==> src/hdl/current_seq_pkg.sv <==
package current_seq_pkg;

    // Register indices; the byte address on the bus is four times the index.
    localparam logic [7:0]  HOLD_RUN_INDEX      = 8'h47;
    localparam logic [7:0]  POWER_DOWN_INDEX    = 8'h48;
    localparam logic [7:0]  CTRL_INDEX          = 8'h50;
    localparam logic [7:0]  STATUS_INDEX        = 8'h51;
    localparam logic [11:0] HOLD_RUN_ADDR       = 12'h11c;
    localparam logic [11:0] POWER_DOWN_ADDR     = 12'h120;
    localparam logic [11:0] CTRL_ADDR           = 12'h140;
    localparam logic [11:0] STATUS_ADDR         = 12'h144;

    // Field positions of the hold/run current register.
    localparam int          RUN_DLY_LSB         = 24;
    localparam int          HOLD_DLY_LSB        = 16;
    localparam int          RUN_LVL_LSB         = 8;
    localparam int          HOLD_LVL_LSB        = 0;
    // Field positions of the status and control registers.
    localparam int          ST_LEVEL_LSB        = 0;
    localparam int          ST_STATE_LSB        = 8;
    localparam int          ST_PERMIT_BIT       = 16;
    localparam int          ST_FREE_BIT         = 17;
    localparam int          ST_SHORT_BIT        = 18;
    localparam int          CTRL_SHORT_BIT      = 0;

    // Reset values.
    localparam logic [3:0]  RUN_DLY_RESET       = 4'h4;
    localparam logic [3:0]  HOLD_DLY_RESET      = 4'h1;
    localparam logic [4:0]  RUN_LVL_RESET       = 5'h1f;
    localparam logic [4:0]  HOLD_LVL_RESET      = 5'h08;
    localparam logic [7:0]  WAIT_TIME_RESET     = 8'h0a;
    localparam logic        SHORT_SEL_RESET     = 1'b0;

    // Timing: the pclk rate in Hz, then step and wait units in clock cycles of pclk.
    localparam int unsigned CLK_HZ              = 20_000_000;
    localparam int unsigned RUN_STEP_UNIT       = 512;
    localparam int unsigned HOLD_STEP_UNIT      = 2 ** 18;
    localparam int unsigned WAIT_UNIT           = 2 ** 18;
    localparam int          TIMER_W             = 27;

    typedef enum logic [4:0] {
        ST_HOLD      = 5'h01,
        ST_RAMP_UP   = 5'h02,
        ST_RUN       = 5'h04,
        ST_WAIT      = 5'h08,
        ST_RAMP_DOWN = 5'h10
    } seq_state_t;

endpackage : current_seq_pkg

==> src/hdl/step_interval_timer.sv <==
`timescale 1ns/1ns
`default_nettype none

module step_interval_timer #(
    parameter int W = 27
) (
    input  wire logic         pclk,     // Block clock.
    input  wire logic         presetn,  // Asynchronous reset, active low.
    input  wire logic         start,    // Loads a new interval, overriding any running one.
    input  wire logic [W-1:0] cycles,   // Interval length minus one, taken with start.
    output logic              done      // High for one cycle when the interval ends.
);
    typedef struct packed {
        logic         busy;
        logic [W-1:0] count;
    } timer_t;

    timer_t s;
    timer_t next_s;

    always_comb begin
        next_s = s;
        if (start) begin
            next_s.busy  = 1'b1;
            next_s.count = cycles - W'(1);
        end else if (s.busy) begin
            if (s.count == '0) begin
                next_s.busy = 1'b0;
            end else begin
                next_s.count = s.count - W'(1);
            end
        end
    end

    always_ff @(posedge pclk or negedge presetn) begin
        if (!presetn) begin
            s <= '0;
        end else begin
            s <= next_s;
        end
    end

    assign done = s.busy && (s.count == '0);

endmodule : step_interval_timer

`default_nettype wire

==> src/hdl/motor_current_hold_run_sequencer.sv <==
// Operation
// - Run step lasts delay times 512; zero instant
// - Reach run current before motion is permitted
// - Power-down only after standstill and wait elapsed
// - Hold step lasts delay times 2^18; zero instant
// - Level code n means (n+1)/32 full scale
// - Zero hold level under voltage PWM: freewheel/short
// - Standstill wait is value times 2^18, reset 0x0a
`timescale 1ns/1ns
`default_nettype none

module motor_current_hold_run_sequencer #(
    parameter int unsigned HOLD_UNIT_CYCLES = current_seq_pkg::HOLD_STEP_UNIT,
    parameter int unsigned WAIT_UNIT_CYCLES = current_seq_pkg::WAIT_UNIT
) (
    input  wire logic        pclk,              // Block clock, 20 MHz.
    input  wire logic        presetn,           // Asynchronous reset, active low.
    input  wire logic        psel,              // APB select.
    input  wire logic        penable,           // APB enable.
    input  wire logic        pwrite,            // APB direction, high for write.
    input  wire logic [11:0] paddr,             // APB byte address.
    input  wire logic [31:0] pwdata,            // APB write data.
    input  wire logic [3:0]  pstrb,             // APB byte strobes.
    output logic             pready,            // APB ready.
    output logic [31:0]      prdata,            // APB read data.
    output logic             pslverr,           // APB error on unmapped address.
    input  wire logic        motion_request,    // Motion controller wants to move.
    input  wire logic        standstill,        // Standstill detected.
    input  wire logic        voltage_pwm_active,// Voltage-mode chopper in use.
    output logic             motion_permit,     // Run current reached, motion may start.
    output logic [4:0]       current_level,     // Current setpoint code.
    output logic [5:0]       current_32nds,     // Setpoint in 32nds of full scale.
    output logic             coil_freewheel,    // Bridges open at standstill.
    output logic             coil_short         // Coils shorted at standstill.
);
    import current_seq_pkg::*;

    typedef struct packed {
        logic [3:0]         run_dly;
        logic [3:0]         hold_dly;
        logic [4:0]         run_current_level;
        logic [4:0]         standstill_current_level;
        logic [7:0]         wait_time;
        logic               short_sel;
        seq_state_t         st;
        logic [4:0]         level;
        logic [5:0]         level_32;
        logic               permit;
        logic               freewheel;
        logic               shorted;
        logic               tstart;
        logic [TIMER_W-1:0] tlen;
        logic               pready;
        logic [31:0]        prdata;
        logic               pslverr;
    } seq_t;

    seq_t s;
    seq_t next_s;
    logic timer_done;

    // Interval of mult units, minus one for the timer's load convention.
    function automatic logic [TIMER_W-1:0] interval(input logic [7:0] mult, input int unsigned unit);
        logic [63:0] prod;
        prod = 64'(mult) * 64'(unit);
        return TIMER_W'(prod - 64'h1);
    endfunction : interval

    // Moves a level one code toward its target.
    function automatic logic [4:0] step_toward(input logic [4:0] cur, input logic [4:0] target);
        logic [4:0] r;
        r = cur;
        if (cur < target) begin
            r = cur + 5'h1;
        end else if (cur > target) begin
            r = cur - 5'h1;
        end
        return r;
    endfunction : step_toward

    // Applies byte strobes so that a partial write leaves the other bytes alone.
    function automatic logic [31:0] merge(input logic [31:0] old, input logic [31:0] wd, input logic [3:0] strb);
        logic [31:0] r;
        r = old;
        for (int i = 0; i < 4; i++) begin
            if (strb[i]) begin
                r[8*i +: 8] = wd[8*i +: 8];
            end
        end
        return r;
    endfunction : merge

    // Packs the configuration fields into their bus positions, for reads and merges alike.
    function automatic logic [31:0] hold_run_word(input seq_t v);
        logic [31:0] r;
        r = 32'h0;
        r[RUN_DLY_LSB +: 4]  = v.run_dly;
        r[HOLD_DLY_LSB +: 4] = v.hold_dly;
        r[RUN_LVL_LSB +: 5]  = v.run_current_level;
        r[HOLD_LVL_LSB +: 5] = v.standstill_current_level;
        return r;
    endfunction : hold_run_word

    always_comb begin
        logic        acc;
        logic        done_ok;
        logic [31:0] w;
        logic        coast;
        acc     = 1'b0;
        done_ok = 1'b0;
        w       = 32'h0;
        coast   = 1'b0;
        next_s  = s;
        next_s.tstart = 1'b0;

        // Register bus: answer in the access cycle right after setup.
        // The error flag stands only with pready, so a master must take it at that edge.
        next_s.pready  = psel && !penable;
        next_s.pslverr = 1'b0;
        if (psel && !penable) begin
            next_s.prdata = 32'h0;
            if (paddr == HOLD_RUN_ADDR) begin
                next_s.prdata = hold_run_word(s);
            end else if (paddr == POWER_DOWN_ADDR) begin
                next_s.prdata[7:0] = s.wait_time;
            end else if (paddr == CTRL_ADDR) begin
                next_s.prdata[CTRL_SHORT_BIT] = s.short_sel;
            end else if (paddr == STATUS_ADDR) begin
                next_s.prdata[ST_LEVEL_LSB +: 5] = s.level;
                next_s.prdata[ST_STATE_LSB +: 5] = s.st;
                next_s.prdata[ST_PERMIT_BIT]     = s.permit;
                next_s.prdata[ST_FREE_BIT]       = s.freewheel;
                next_s.prdata[ST_SHORT_BIT]      = s.shorted;
            end else begin
                next_s.pslverr = 1'b1;
            end
        end
        acc = psel && penable && s.pready;
        if (acc) begin
            next_s.pready = 1'b0;
        end
        if (acc && pwrite) begin
            if (paddr == HOLD_RUN_ADDR) begin
                w = merge(hold_run_word(s), pwdata, pstrb);
                next_s.run_dly  = w[RUN_DLY_LSB +: 4];
                next_s.hold_dly = w[HOLD_DLY_LSB +: 4];
                next_s.run_current_level     = w[RUN_LVL_LSB +: 5];
                next_s.standstill_current_level    = w[HOLD_LVL_LSB +: 5];
            end else if (paddr == POWER_DOWN_ADDR) begin
                if (pstrb[0]) begin
                    next_s.wait_time = pwdata[7:0];
                end
            end else if (paddr == CTRL_ADDR) begin
                if (pstrb[0]) begin
                    next_s.short_sel = pwdata[CTRL_SHORT_BIT];
                end
            end
        end

        // A done seen while a restart is in flight belongs to the old interval.
        done_ok = timer_done && !s.tstart;

        // The sequencer works on the settings held before this cycle's write.
        case (s.st)
            ST_HOLD: begin
                if (motion_request) begin
                    if (s.run_dly == 4'h0 || s.level == s.run_current_level) begin
                        next_s.level = s.run_current_level;
                        next_s.st    = ST_RUN;
                    end else begin
                        next_s.st     = ST_RAMP_UP;
                        next_s.tstart = 1'b1;
                        next_s.tlen   = interval(8'(s.run_dly), RUN_STEP_UNIT);
                    end
                end else begin
                    next_s.level = s.standstill_current_level;
                end
            end
            ST_RAMP_UP: begin
                if (s.run_dly == 4'h0) begin
                    next_s.level = s.run_current_level;
                    next_s.st    = ST_RUN;
                end else if (done_ok) begin
                    next_s.level = step_toward(s.level, s.run_current_level);
                    if (next_s.level == s.run_current_level) begin
                        next_s.st = ST_RUN;
                    end else begin
                        next_s.tstart = 1'b1;
                        next_s.tlen   = interval(8'(s.run_dly), RUN_STEP_UNIT);
                    end
                end
            end
            ST_RUN: begin
                next_s.level = s.run_current_level;
                if (standstill && !motion_request) begin
                    next_s.st = ST_WAIT;
                    if (s.wait_time != 8'h0) begin
                        next_s.tstart = 1'b1;
                        next_s.tlen   = interval(s.wait_time, WAIT_UNIT_CYCLES);
                    end
                end
            end
            ST_WAIT: begin
                next_s.level = s.run_current_level;
                // A lost standstill cancels the wait; the timer left running is simply ignored.
                if (motion_request || !standstill) begin
                    next_s.st = ST_RUN;
                end else if (s.wait_time == 8'h0 || done_ok) begin
                    if (s.hold_dly == 4'h0) begin
                        next_s.level = s.standstill_current_level;
                        next_s.st    = ST_HOLD;
                    end else begin
                        next_s.st     = ST_RAMP_DOWN;
                        next_s.tstart = 1'b1;
                        next_s.tlen   = interval(8'(s.hold_dly), HOLD_UNIT_CYCLES);
                    end
                end
            end
            ST_RAMP_DOWN: begin
                // Motion wins over the power-down ramp; the climb starts from the present level.
                if (motion_request) begin
                    if (s.run_dly == 4'h0 || s.level == s.run_current_level) begin
                        next_s.level = s.run_current_level;
                        next_s.st    = ST_RUN;
                    end else begin
                        next_s.st     = ST_RAMP_UP;
                        next_s.tstart = 1'b1;
                        next_s.tlen   = interval(8'(s.run_dly), RUN_STEP_UNIT);
                    end
                end else if (s.hold_dly == 4'h0) begin
                    next_s.level = s.standstill_current_level;
                    next_s.st    = ST_HOLD;
                end else if (done_ok) begin
                    next_s.level = step_toward(s.level, s.standstill_current_level);
                    if (next_s.level == s.standstill_current_level) begin
                        next_s.st = ST_HOLD;
                    end else begin
                        next_s.tstart = 1'b1;
                        next_s.tlen   = interval(8'(s.hold_dly), HOLD_UNIT_CYCLES);
                    end
                end
            end
            default: begin
                // An illegal code drops back to standstill current rather than keep a stale setpoint.
                next_s.st    = ST_HOLD;
                next_s.level = s.standstill_current_level;
            end
        endcase

        // Outputs follow the next state so that they all change on one edge.
        next_s.level_32  = {1'b0, next_s.level} + 6'h01;
        next_s.permit    = (next_s.st == ST_RUN) || (next_s.st == ST_WAIT);
        // Freewheel and short share one condition; the select bit only picks which, so never both.
        coast            = voltage_pwm_active && (next_s.st == ST_HOLD) && (next_s.standstill_current_level == 5'h0);
        next_s.freewheel = coast && !next_s.short_sel;
        next_s.shorted   = coast && next_s.short_sel;
    end

    always_ff @(posedge pclk or negedge presetn) begin
        if (!presetn) begin
            s           <= '0;
            s.run_dly   <= RUN_DLY_RESET;
            s.hold_dly  <= HOLD_DLY_RESET;
            s.run_current_level      <= RUN_LVL_RESET;
            s.standstill_current_level     <= HOLD_LVL_RESET;
            s.wait_time <= WAIT_TIME_RESET;
            s.short_sel <= SHORT_SEL_RESET;
            s.st        <= ST_HOLD;
            s.level     <= HOLD_LVL_RESET;
            // The scaled setpoint starts consistent with the reset hold level.
            s.level_32  <= {1'b0, HOLD_LVL_RESET} + 6'h01;
        end else begin
            s <= next_s;
        end
    end

    // One timer serves the wait and both ramps, since only one of them runs at a time.
    step_interval_timer #(
        .W (TIMER_W)
    ) u_timer (
        .pclk    (pclk),
        .presetn (presetn),
        .start   (s.tstart),
        .cycles  (s.tlen),
        .done    (timer_done)
    );

    assign pready         = s.pready;
    assign prdata         = s.prdata;
    assign pslverr        = s.pslverr;
    assign motion_permit  = s.permit;
    assign current_level  = s.level;
    assign current_32nds  = s.level_32;
    assign coil_freewheel = s.freewheel;
    assign coil_short     = s.shorted;

endmodule : motor_current_hold_run_sequencer

`default_nettype wire

==> config.mk <==
export PLATFORM = sky130hd
export DESIGN_NAME = motor_current_hold_run_sequencer
export DESIGN_NICKNAME = d
export VERILOG_FILES = /design/src/hdl/current_seq_pkg.sv /design/src/hdl/step_interval_timer.sv /design/src/hdl/motor_current_hold_run_sequencer.sv
export SDC_FILE = /design/constraint.sdc
export NUM_CORES = 1
export LEC_CHECK = 0
export ABC_AREA = 1
export BUFFER_PORTS_ARGS = -buffer_cell sky130_fd_sc_hd__buf_2
export CORE_MARGIN = 5
export CORE_UTILIZATION = 45
export CTS_CLUSTER_DIAMETER = 30
export CTS_CLUSTER_SIZE = 8
export DETAILED_ROUTE_END_ITERATION = 16
export GPL_TIMING_DRIVEN = 0
export PLACE_DENSITY = 0.61
export SLEW_MARGIN = 20
export SYNTH_ARGS = -nofsm -noshare
export SYNTH_HDL_FRONTEND = slang
export SYNTH_HIERARCHICAL = 1
export SYNTH_SLANG_ARGS = --single-unit
export TNS_END_PERCENT = 1
==> constraint.sdc <==
create_clock -name pclk -period 7.77 [get_ports pclk]
set_clock_uncertainty 0.05 [all_clocks]
set_input_delay 0.777 -clock pclk [delete_from_list [all_inputs] [get_ports pclk]]
set_output_delay 0.777 -clock pclk [all_outputs]
set_load 0.1 [all_outputs]
==> impl_metrics.json, run 1 <==
{
  "status": "completed",
  "yosysWarnings": 6,
  "cp_slowest_cell": "dfrtp_1",
  "path_clk_slew_ns": 0.06,
  "grt_setup_unrepaired": "false",
  "synth_cells": 1487,
  "fp.dieW_um": 160.1,
  "path_delay_family": "simple AND/OR/NAND/NOR gates",
  "slew_headroom_pct": 50.93,
  "core_um2": 22430,
  "use_met1_pct": 35.36,
  "ys_seq_elements": 125,
  "diodes": 0,
  "vdd_drop_max_uv": 256.8,
  "hold_path_class": "in2async",
  "multi_input_area_um2": 5808,
  "yosys.area.top_type": "dfrtp_1",
  "whs_ns": 0.2253,
  "cts-resized-gates": 0,
  "cts_tree": "done",
  "hold_viol": 0,
  "cts_inserted_buffers": 17,
  "crit_top_cell": "nand2_1",
  "drc": 0,
  "r2r-start": "u_timer/s[24]",
  "crit_path_start_kind": "flop",
  "via_per_inst": 5.417,
  "gp_congestion": 0.9146,
  "core.rowCount": 55,
  "muxShareOfSynthArea_pct": 1.555,
  "dp_hpwl_mm": 24.17,
  "synth-adder-area-share_pct": 2.592,
  "syn_area_per_cell_um2": 6.818,
  "drive_above_1_share_pct": 19.94,
  "clock_path_buffers": 2,
  "fmax_ghz": 0.2663,
  "cts_setup_buffers": 0,
  "use_met2_pct": 38.25,
  "drtIter0Drc": 944,
  "cts_root_buf": "clkbuf_16",
  "async_reset_ff_share_pct": 100.0,
  "antenna_found_initial": 0,
  "fillers": 2251,
  "synth.distinct_cells": 58,
  "crit_fanout": 10,
  "regArea_um2": 3146,
  "cp.required_ns": 8.02,
  "synth_compound_area_share_pct": 12.30,
  "finalSetupTns_ns": 0,
  "ctsHoldBuffers": 0,
  "ios": 104,
  "grt-ovfl-total": 0,
  "synth_top_family_by_area": "simple AND/OR/NAND/NOR gates",
  "total_power_w": 0.003829,
  "power_density_nw_per_um2": 330.8,
  "initial_core_util_pct": 45.19,
  "antenna_left": 0,
  "drv_slew": 0,
  "endpoint_kind": "flop",
  "synth_area_um2": 10140,
  "grt_max_degree": 72,
  "path_cells": "nor2_1 > nand3_1 > nor2_1 > nand4_4 > nor2_1 > inv_1 > nor2_2 > inv_1 > nand2_1 > nand3_2 > nand2_1 > nand2_1 > nor2_1 > nor2_1 > nand3_1 > nand2_1 > inv_1 > ha_1 > inv_1 > nor2_1 > nand2_1 > nand2_1 > nand2_1",
  "setup_viol": 0,
  "yosysTopAreaCellShare_pct": 27.40,
  "globalRouteTotalUtil_pct": 24.72,
  "synth_top_flop_cell": "dfrtp_1",
  "worst_path_largest_cell_delay_ns": 0.44,
  "critical_path.startpoint": "u_timer/s[24]",
  "vias": 10265,
  "yosysMostFrequentCell": "nand2_1",
  "crit_buf_inv": 4,
  "fin_crit_sh_pct": 48.34,
  "cts_sinks": 125,
  "area_delta_synth_final_pct": 14.17,
  "crit_type": "reg2reg",
  "arrival_ns": 4.01,
  "synth_xor_area_share_pct": 2.024,
  "ys_top_cells_by_area": "dfrtp_1, nand2_1, nand3_1, nor2_1, inv_1",
  "worstMarginPinSlew_ns": 0.7304,
  "max_cap_viol_count": 0,
  "totalWireLength_mm": 31.65,
  "seq_area_frac_synth_pct": 31.03,
  "io_buffers": 80,
  "fp.dieH_um": 160.1,
  "htreeDepth": 4,
  "layout.nets": 1674,
  "grt_use_met3_pct": 4.748,
  "routedWlPerCell_um": 16.70,
  "grt_pass1_wl_mm": 51.56,
  "drt-pass1-iter-count": 5,
  "ys_top_cells_by_count": "nand2_1, nor2_1, nand3_1, inv_1, dfrtp_1",
  "clkLatencyLatePin_ns": 0.42,
  "grt_pass1_vias": 9832,
  "gr-max-usage-layer": "met2",
  "synth_edf_count": 0,
  "post-route-min-period_ns": 3.756,
  "die_area_um2": 25630,
  "leakagePower_nw": 5.929,
  "synth-simple-area-share_pct": 38.41
}
## worst paths after layout
kind	to	slack (ns)	cells after the start
worst max-delay path	current_32nds[4]	4.01	23
worst min-delay path	prdata[25]	0.23	1
worst max register to register	current_32nds[4]	4.01	23
max in group asynchronous	current_32nds[0]	6.70	2
min in group pclk	prdata[25]	0.43	2
worst min register to register	prdata[25]	0.43	2
## sequential cells by signal, indices dropped and copies added, names as in the netlist
register,count
prdata,21
coil_freewheel,1
pslverr,1
current_32nds,6
pready,1
current_level,5
coil_short,1
u_timer/s,28
s,60
motion_permit,1
## power breakdown
group / total, W / leakage [nW] / internal, W / switching (W)
Sequential: 0.000998 / 1.59 / 0.000798 / 0.000199
Clock: 0.000837 / 0.285 / 0.000521 / 0.000317
Combinational: 0.00199 / 4.05 / 0.000632 / 0.00136
Total: 0.00383 / 5.93 / 0.00195 / 0.00188
## final cells by class
class	instances	area share, %
flip-flops and latches	125	27.18
plain buffers	80	4.951
clock inverters	11	1.243
repair buffers	81	3.783
clock buffers	21	3.978
well taps	285	3.081
multi-input cells	1121	50.18
inverters	171	5.610
## cell usage in the layout (no fill, tap or decap), drive strengths merged
master | netlist | routed
bufinv | 0 | 3
o31ai | 4 | 4
nand4 | 32 | 32
nand2 | 409 | 409
or2 | 1 | 1
ha | 21 | 21
o21bai | 7 | 7
a32o | 1 | 1
o21a | 1 | 1
a211oi | 2 | 2
clkinvlp | 0 | 4
a21o | 1 | 1
inv | 166 | 166
o311ai | 6 | 6
o22ai | 10 | 10
nor2 | 196 | 196
and2 | 2 | 2
nor3 | 13 | 13
clkbuf | 17 | 38
nand3 | 175 | 175
a22oi | 1 | 1
xnor2 | 10 | 10
o211ai | 3 | 3
a21oi | 74 | 74
xnor3 | 1 | 1
a31oi | 2 | 2
a221oi | 5 | 5
mux2 | 14 | 14
dfrtp | 111 | 111
xor2 | 10 | 10
conb | 1 | 11
clkinv | 5 | 9
dfstp | 14 | 14
o21ai | 105 | 105
buf | 63 | 144
nand3b | 3 | 3
nor4b | 1 | 1
## logic make-up (layout without fill, tap and decap cells)
group                      Yosys count  after routing
other                                1             11
buffers and inverters              251            364
AOI/OAI and AO/OA                  222            222
and+or+nand+nor                    832            832
DFF                                125            125
muxes                               14             14
adders and majority gates           21             21
xor gates and xnor gates            21             21
## per-stage QoR
| stage | cell area (um2) | instances | setup WS (ns) | util (%) |
|---|---|---|---|---|
| finish | 11570 | 1895 | 4.014 | 51.60 |
| global route | 11570 | 1895 | 3.659 | 51.60 |
| CTS | 11570 | 1895 | 4.069 | 51.60 |
| detailed placement | 10970 | 1863 | 4.096 | 48.90 |
| global placement | 10930 | 1862 | 4.013 | 48.73 |
| floorplan | 10180 | 1497 | 5.016 | - |
## layer usage
layer  vias up  part of all wire (%)
li1       5046                     -
met1      4868                    47
met2       308                    44
met3        43                   6.9
met4         0                   1.9
met5         -                     0
No activity file was read; power rests on OpenSTA's default activity.
==> inputs of run 2 (changes only) <==
Clock period 7.77 ns to 3.65 ns, I/O delays scaled along.
==> run 2 against run 1 <==
Register-to-register slack got worse by 3.7 ns; highest routed layer unchanged; core utilization increased by 0.17 points; largest cell class unchanged; die area unchanged; clock-buffer cell count unchanged; routed wire length increased by 0.31%; combinational power increased by 110%.
==> impl_metrics.json, run 2 (synthesis results as in run 1) <==
{
  "cts_inserted_buffers": 17,
  "multi_input_area_um2": 5828,
  "drc": 0,
  "clkLatencyLatePin_ns": 0.42,
  "grt_pass1_wl_mm": 51.60,
  "slew_headroom_pct": 50.98,
  "drive_above_1_share_pct": 20.22,
  "htreeDepth": 4,
  "hold_viol": 0,
  "drtIter0Drc": 827,
  "worst_path_largest_cell_delay_ns": 0.44,
  "power_density_nw_per_um2": 703.3,
  "total_power_w": 0.008166,
  "io_buffers": 80,
  "drv_slew": 0,
  "totalWireLength_mm": 31.74,
  "r2r-start": "u_timer/s[24]",
  "finalNonFillerCells": 1897,
  "worstMarginPinSlew_ns": 0.7297,
  "clock_path_buffers": 2,
  "place_inst": 1863,
  "hold_path_class": "in2reg",
  "grt_max_degree": 72,
  "cts_sinks": 125,
  "cp_slowest_cell": "dfrtp_1",
  "fin_crit_sh_pct": 92.73,
  "cp.required_ns": 3.90,
  "gp_congestion": 0.9146,
  "globalRouteTotalUtil_pct": 24.74,
  "path_cells": "nor2_2 > nand3_1 > nor2_2 > nand4_4 > nor2_1 > inv_1 > nor2_4 > inv_2 > nand2_1 > nand3_4 > nand2_1 > nand2_1 > nor2_1 > nor2_1 > nand3_1 > nand2_1 > inv_1 > ha_1 > inv_1 > nor2_2 > nand2_1 > nand2_1 > nand2_1",
  "regMostFlops": "s",
  "max_cap_viol_count": 0,
  "leakagePower_nw": 5.937,
  "area_delta_synth_final_pct": 14.54,
  "endpoint_kind": "flop",
  "initial_core_util_pct": 45.19,
  "fp.dieW_um": 160.1,
  "antenna_left": 0,
  "final_area_um2": 11610,
  "core_um2": 22430,
  "diodes": 0,
  "cts_tree": "done",
  "die_area_um2": 25630,
  "antenna_found_initial": 0,
  "routedWlPerCell_um": 16.73,
  "reg2reg_slack_ns": 0.27,
  "final_cell_mix": "nand2_1, nor2_1, nand3_1",
  "grt_pass1_vias": 9837,
  "endpoint": "current_32nds[4]",
  "layout.nets": 1676,
  "layout_commonest_cell": "nand2_1",
  "status": "completed",
  "crit_path_start_kind": "flop",
  "crit_type": "reg2reg",
  "vias": 10342,
  "critical_path.startpoint": "u_timer/s[24]",
  "dp_hpwl_mm": 24.17,
  "regArea_um2": 3146,
  "cts_root_buf": "clkbuf_16",
  "ios": 104,
  "largest_reg_flops": 60,
  "fp.dieH_um": 160.1,
  "drt-pass1-iter-count": 5,
  "arrival_ns": 3.64,
  "post-route-min-period_ns": 3.385,
  "crit_fanout": 10,
  "crit_top_cell": "nand2_1",
  "grt-ovfl-total": 0,
  "fmax_ghz": 0.2954,
  "fillers": 2245,
  "core.rowCount": 55,
  "place_area_um2": 10970,
  "path_clk_slew_ns": 0.06,
  "reg2reg_to": "current_32nds[4]",
  "vdd_drop_max_uv": 546.8,
  "via_per_inst": 5.452,
  "rr_worst_depth": 23,
  "setup_viol": 0
}
-- run 2: changes by cell type in the layout (fill, tap and decap cells not counted), sizes merged --
cell / change
dlygate4sd3: +1
buf: +1
-- run 2: routing by layer --
metal	up-vias	part of all wire, %	GRT usage [%]
li1	5053	-	-
met1	4914	47	35.39
met2	331	44	38.29
met3	44	6.8	4.723
met4	0	2.0	6.961
met5	-	0	0
-- run 2: stage by stage --
stage               util (%)  hold slack, ns  setup TNS (ns)  worst slack, ns
floorplan                  -         0.01941               0           0.8955
global placement       48.73          0.4205        -0.09263         -0.09146
detailed placement     48.90          0.2818        -0.02375         -0.02375
CTS                    51.65          0.1102               0          0.05587
global route           51.76          0.1135       -0.003016        -0.003016
finish                 51.76          0.1239               0           0.2653
-- run 2: power by group --
part	internal, W	switching (W)
registers	0.00170	0.000428
logic	0.00135	0.00291
clock network	0.00111	0.000675
total	0.00416	0.00401
-- run 2: worst max-delay path, delay by kind of cell, from the launching register on --
family,cells,cell delay (ns)
buffers and inverters,4,0.37
adders and majority gates,1,0.16
DFF,1,0.44
and+or+nand+nor,18,2.24
-- run 2: repair_timing --
item | in CTS | in global routing
pin swaps | 0 | 1
endpoints found under the hold margin | 53 | 0
resized for setup | 1 | 5
hold buffers | 1 | 0
setup endpoints to repair | 1 | 14
setup buffers | 0 | 1
-- run 2: worst min-delay path by stage --
stage	start	endpoint	cells after the start
floorplan	presetn	coil_freewheel	0
global placement	prdata[26]	prdata[26]	2
detailed placement	presetn	prdata[25]	1
CTS	pwdata[8]	s[95]	2
global route	pwdata[7]	s[89]	2
finish	pwdata[8]	s[95]	2
-- run 2: layout make-up --
class | instances | share of cell area (%)
Multi-Input combinational cell | 1121 | 50.19
Inverter | 171 | 5.592
Tap cell | 285 | 3.071
Buffer | 80 | 4.935
Timing Repair Buffer | 83 | 3.922
Clock buffer | 21 | 3.965
Sequential cell | 125 | 27.09
Clock inverter | 11 | 1.239
==> inputs of run 3 (changes only) <==
Settings changed: ABC_AREA 1 to unset.
==> run 3 against run 2 <==
Hold slack barely moved; sequential share of layout area rose by 2.9 points; routed wire length fell by 20%; synthesized area fell by 16%; clock-buffer cell count did not move; cell count fell by 30%; core utilization rose by 4.3 points; synthesized cell count fell by 36%; worst setup slack got worse by 0.25 ns; first-iteration DRC count fell by 11%; largest cell class unchanged; highest routed layer unchanged.
==> impl_metrics.json, run 3 <==
{
  "synth_top_family_by_area": "simple AND/OR/NAND/NOR gates",
  "seqPwrFrac_pct": 30.0,
  "cp_slowest_cell": "dfstp_2",
  "power.internal_w": 0.003415,
  "htreeDepth": 4,
  "crit_path_start_kind": "flop",
  "cp.depth": 12,
  "path_clk_slew_ns": 0.06,
  "synth_cells": 948,
  "diodes": 0,
  "power_density_nw_per_um2": 534.4,
  "cp.required_ns": 3.90,
  "via_per_inst": 5.839,
  "ys_seq_elements": 125,
  "place_area_um2": 9330,
  "p_sw_w": 0.002193,
  "totalWireLength_mm": 25.38,
  "muxShareOfSynthArea_pct": 5.159,
  "antenna_left": 0,
  "yosysWarnings": 6,
  "initial_core_util_pct": 45.77,
  "yosysMostFrequentCell": "dfrtp_1",
  "synth_compound_area_share_pct": 18.81,
  "final_cell_mix": "dfrtp_1, nand2_1, buf_2",
  "drv_slew": 0,
  "core_um2": 18710,
  "drtIter0Drc": 733,
  "layout_commonest_cell": "dfrtp_1",
  "slew_headroom_pct": 33.77,
  "crit_type": "reg2reg",
  "fp.dieW_um": 147.9,
  "grt_pass1_wl_mm": 40.39,
  "path_delay_family": "compound AO/OA/AOI/OAI gates",
  "fp.dieH_um": 147.9,
  "grt_max_degree": 76,
  "gp_congestion": 0.9192,
  "p_comb_share_pct": 38.8,
  "hold_path_class": "in2reg",
  "ys_top_cells_by_count": "dfrtp_1, nand2_1, o21ai_0, nor2_1, a21oi_1",
  "cts_root_buf": "clkbuf_16",
  "antenna_found_initial": 0,
  "synth_xor_area_share_pct": 6.854,
  "regMostFlops": "s",
  "ios": 104,
  "path_cells": "clkinvlp_4 > ha_4 > and4_4 > a221o_1 > buf_6 > nand3_4 > a311oi_2 > nor3_4 > nor4_4 > a221o_2 > or2_4 > a2111o_1",
  "setup_viol": 0,
  "finalSetupTns_ns": 0,
  "vdd_drop_max_uv": 444.1,
  "grt-ovfl-total": 0,
  "synth_area_um2": 8562,
  "dp_hpwl_mm": 18.53,
  "final_area_um2": 10500,
  "clkLatencyLatePin_ns": 0.42,
  "area_delta_synth_final_pct": 22.58,
  "fin_crit_sh_pct": 99.50,
  "vias": 7795,
  "worstMarginPinSlew_ns": 0.9909,
  "endpoint_kind": "flop",
  "die_area_um2": 21880,
  "yosys.area.top_type": "dfrtp_1",
  "syn_area_per_cell_um2": 9.032,
  "synth-adder-area-share_pct": 3.069,
  "routedWlPerCell_um": 19.01,
  "grt_pass1_vias": 7606,
  "core.rowCount": 50,
  "ys_top_cells_by_area": "dfrtp_1, dfstp_2, xnor2_1, nand2_1, buf_4",
  "crit_fanout": 6,
  "arrival_ns": 3.88,
  "clock_path_buffers": 2,
  "worstHoldPathCells": 2,
  "hold_viol": 0,
  "synth.distinct_cells": 93,
  "synth_edf_count": 0,
  "cts_tree": "done",
  "synth-simple-area-share_pct": 22.07,
  "io_buffers": 80,
  "worst_path_largest_cell_delay_ns": 0.55,
  "status": "completed",
  "seq_area_frac_synth_pct": 36.74,
  "synth_top_flop_cell": "dfrtp_1",
  "drive_above_1_share_pct": 28.34,
  "yosysTopAreaCellShare_pct": 32.44,
  "fillers": 1720,
  "power_frac_clock_pct": 31.2,
  "globalRouteTotalUtil_pct": 23.05,
  "drt-pass1-iter-count": 5,
  "drc": 0,
  "largest_reg_flops": 60,
  "switching_share_pct": 39.11,
  "layout.nets": 1165,
  "async_reset_ff_share_pct": 100.0,
  "fmax_ghz": 0.2754,
  "max_cap_viol_count": 0,
  "crit_buf_inv": 2,
  "post-route-min-period_ns": 3.632,
  "grt_setup_unrepaired": "true",
  "cts_inserted_buffers": 17,
  "leakagePower_nw": 4.514,
  "rr_worst_depth": 12,
  "cts_sinks": 125
}
run 3: cell count changes after synthesis, moves of 17 or more:
cell | previous run | this run
nor3_1 | 12 | 32
nand2_2 | 42 | 1
nor2_1 | 176 | 57
o21ai_0 | 88 | 59
nand2b_1 | 0 | 17
a21oi_1 | 68 | 44
inv_1 | 155 | 34
nand2_1 | 358 | 91
nand3_1 | 157 | 29
xnor2_1 | 10 | 42
run 3: final cells by class:
class	count	area [um2]	area share, %
sequential	125	3147	29.98
tap	234	292.8	2.790
inverter	35	135.1	1.288
clock inverter	11	141.4	1.347
multi-input combinational	717	5136	48.94
timing repair buffer	113	684.4	6.521
buffer	79	498.0	4.745
clock buffer	21	460.4	4.387
run 3: power groups by stage:
stage                     Clock [W]  Sequential [W]  Combinational (W)
after floorplan                   0         0.00169            0.00135
after global placement            0         0.00169            0.00177
after detailed placement          0         0.00169            0.00178
after CTS                   0.00177         0.00167            0.00198
after global routing        0.00184         0.00170            0.00234
final                       0.00175         0.00168            0.00217
run 3: per-stage QoR:
stage          hold WS, ns  utilization (%)  total power (W)  instances  setup slack [ns]
2_1_floorplan      0.01941                -         0.003037        958           0.09184
3_3_place_gp        0.4030            49.68         0.003453       1272           -0.7992
3_5_place_dp        0.2527            49.88         0.003472       1273           -0.8122
4_1_cts             0.1123            54.56         0.005422       1320          -0.01555
5_1_grt             0.1056            56.11         0.005883       1335          -0.06979
6_report            0.1236            56.11         0.005608       1335           0.01842
run 3: path summary, 6_finish.rpt:
path	from	endpoint	slack [ns]
min in group asynchronous	presetn	u_timer/s[1]	0.38
min	pwdata[10]	s[97]	0.12
min reg2reg	s[47]	s[47]	0.42
max	s[98]	s[55]	0.02
max in group asynchronous	presetn	s[96]	2.41
max reg2reg	s[98]	s[55]	0.02
run 3: timing repair:
action                     in CTS  in global routing
pin swaps                      12                 21
gates resized for setup        33                 43
setup buffers                  15                 16
hold endpoints to repair       47                  0
gates cloned                    0                  1
setup endpoints to repair      44                 32
hold buffers                    1                  0
run 3: worst register-to-register path, delay by kind of cell, from the launching register on:
family / cells / cell delay (ns)
compound gates: 4 / 1.35
simple gates: 5 / 0.97
flops: 1 / 0.55
buf+inv: 2 / 0.32
fa+ha+maj: 1 / 0.27
run 3: kinds of logic (layout without fill, tap and decap cells):
logic type	after synthesis	in the layout
XOR/XNOR	67	67
AO/OA/AOI/OAI	234	234
other	1	11
adder cells (fa/ha/maj)	21	21
flip-flops	125	125
buffers and inverters	116	259
AND/OR/NAND/NOR	343	343
multiplexers	41	41
run 3: routing by layer:
metal  part of all wire [%]  GRT usage (%)  wire (um)
met3                    5.3          4.874       1353
met1                     43          30.17      10980
met5                      0              0          0
met2                     48          37.19      12070
met4                    3.8          9.746        971
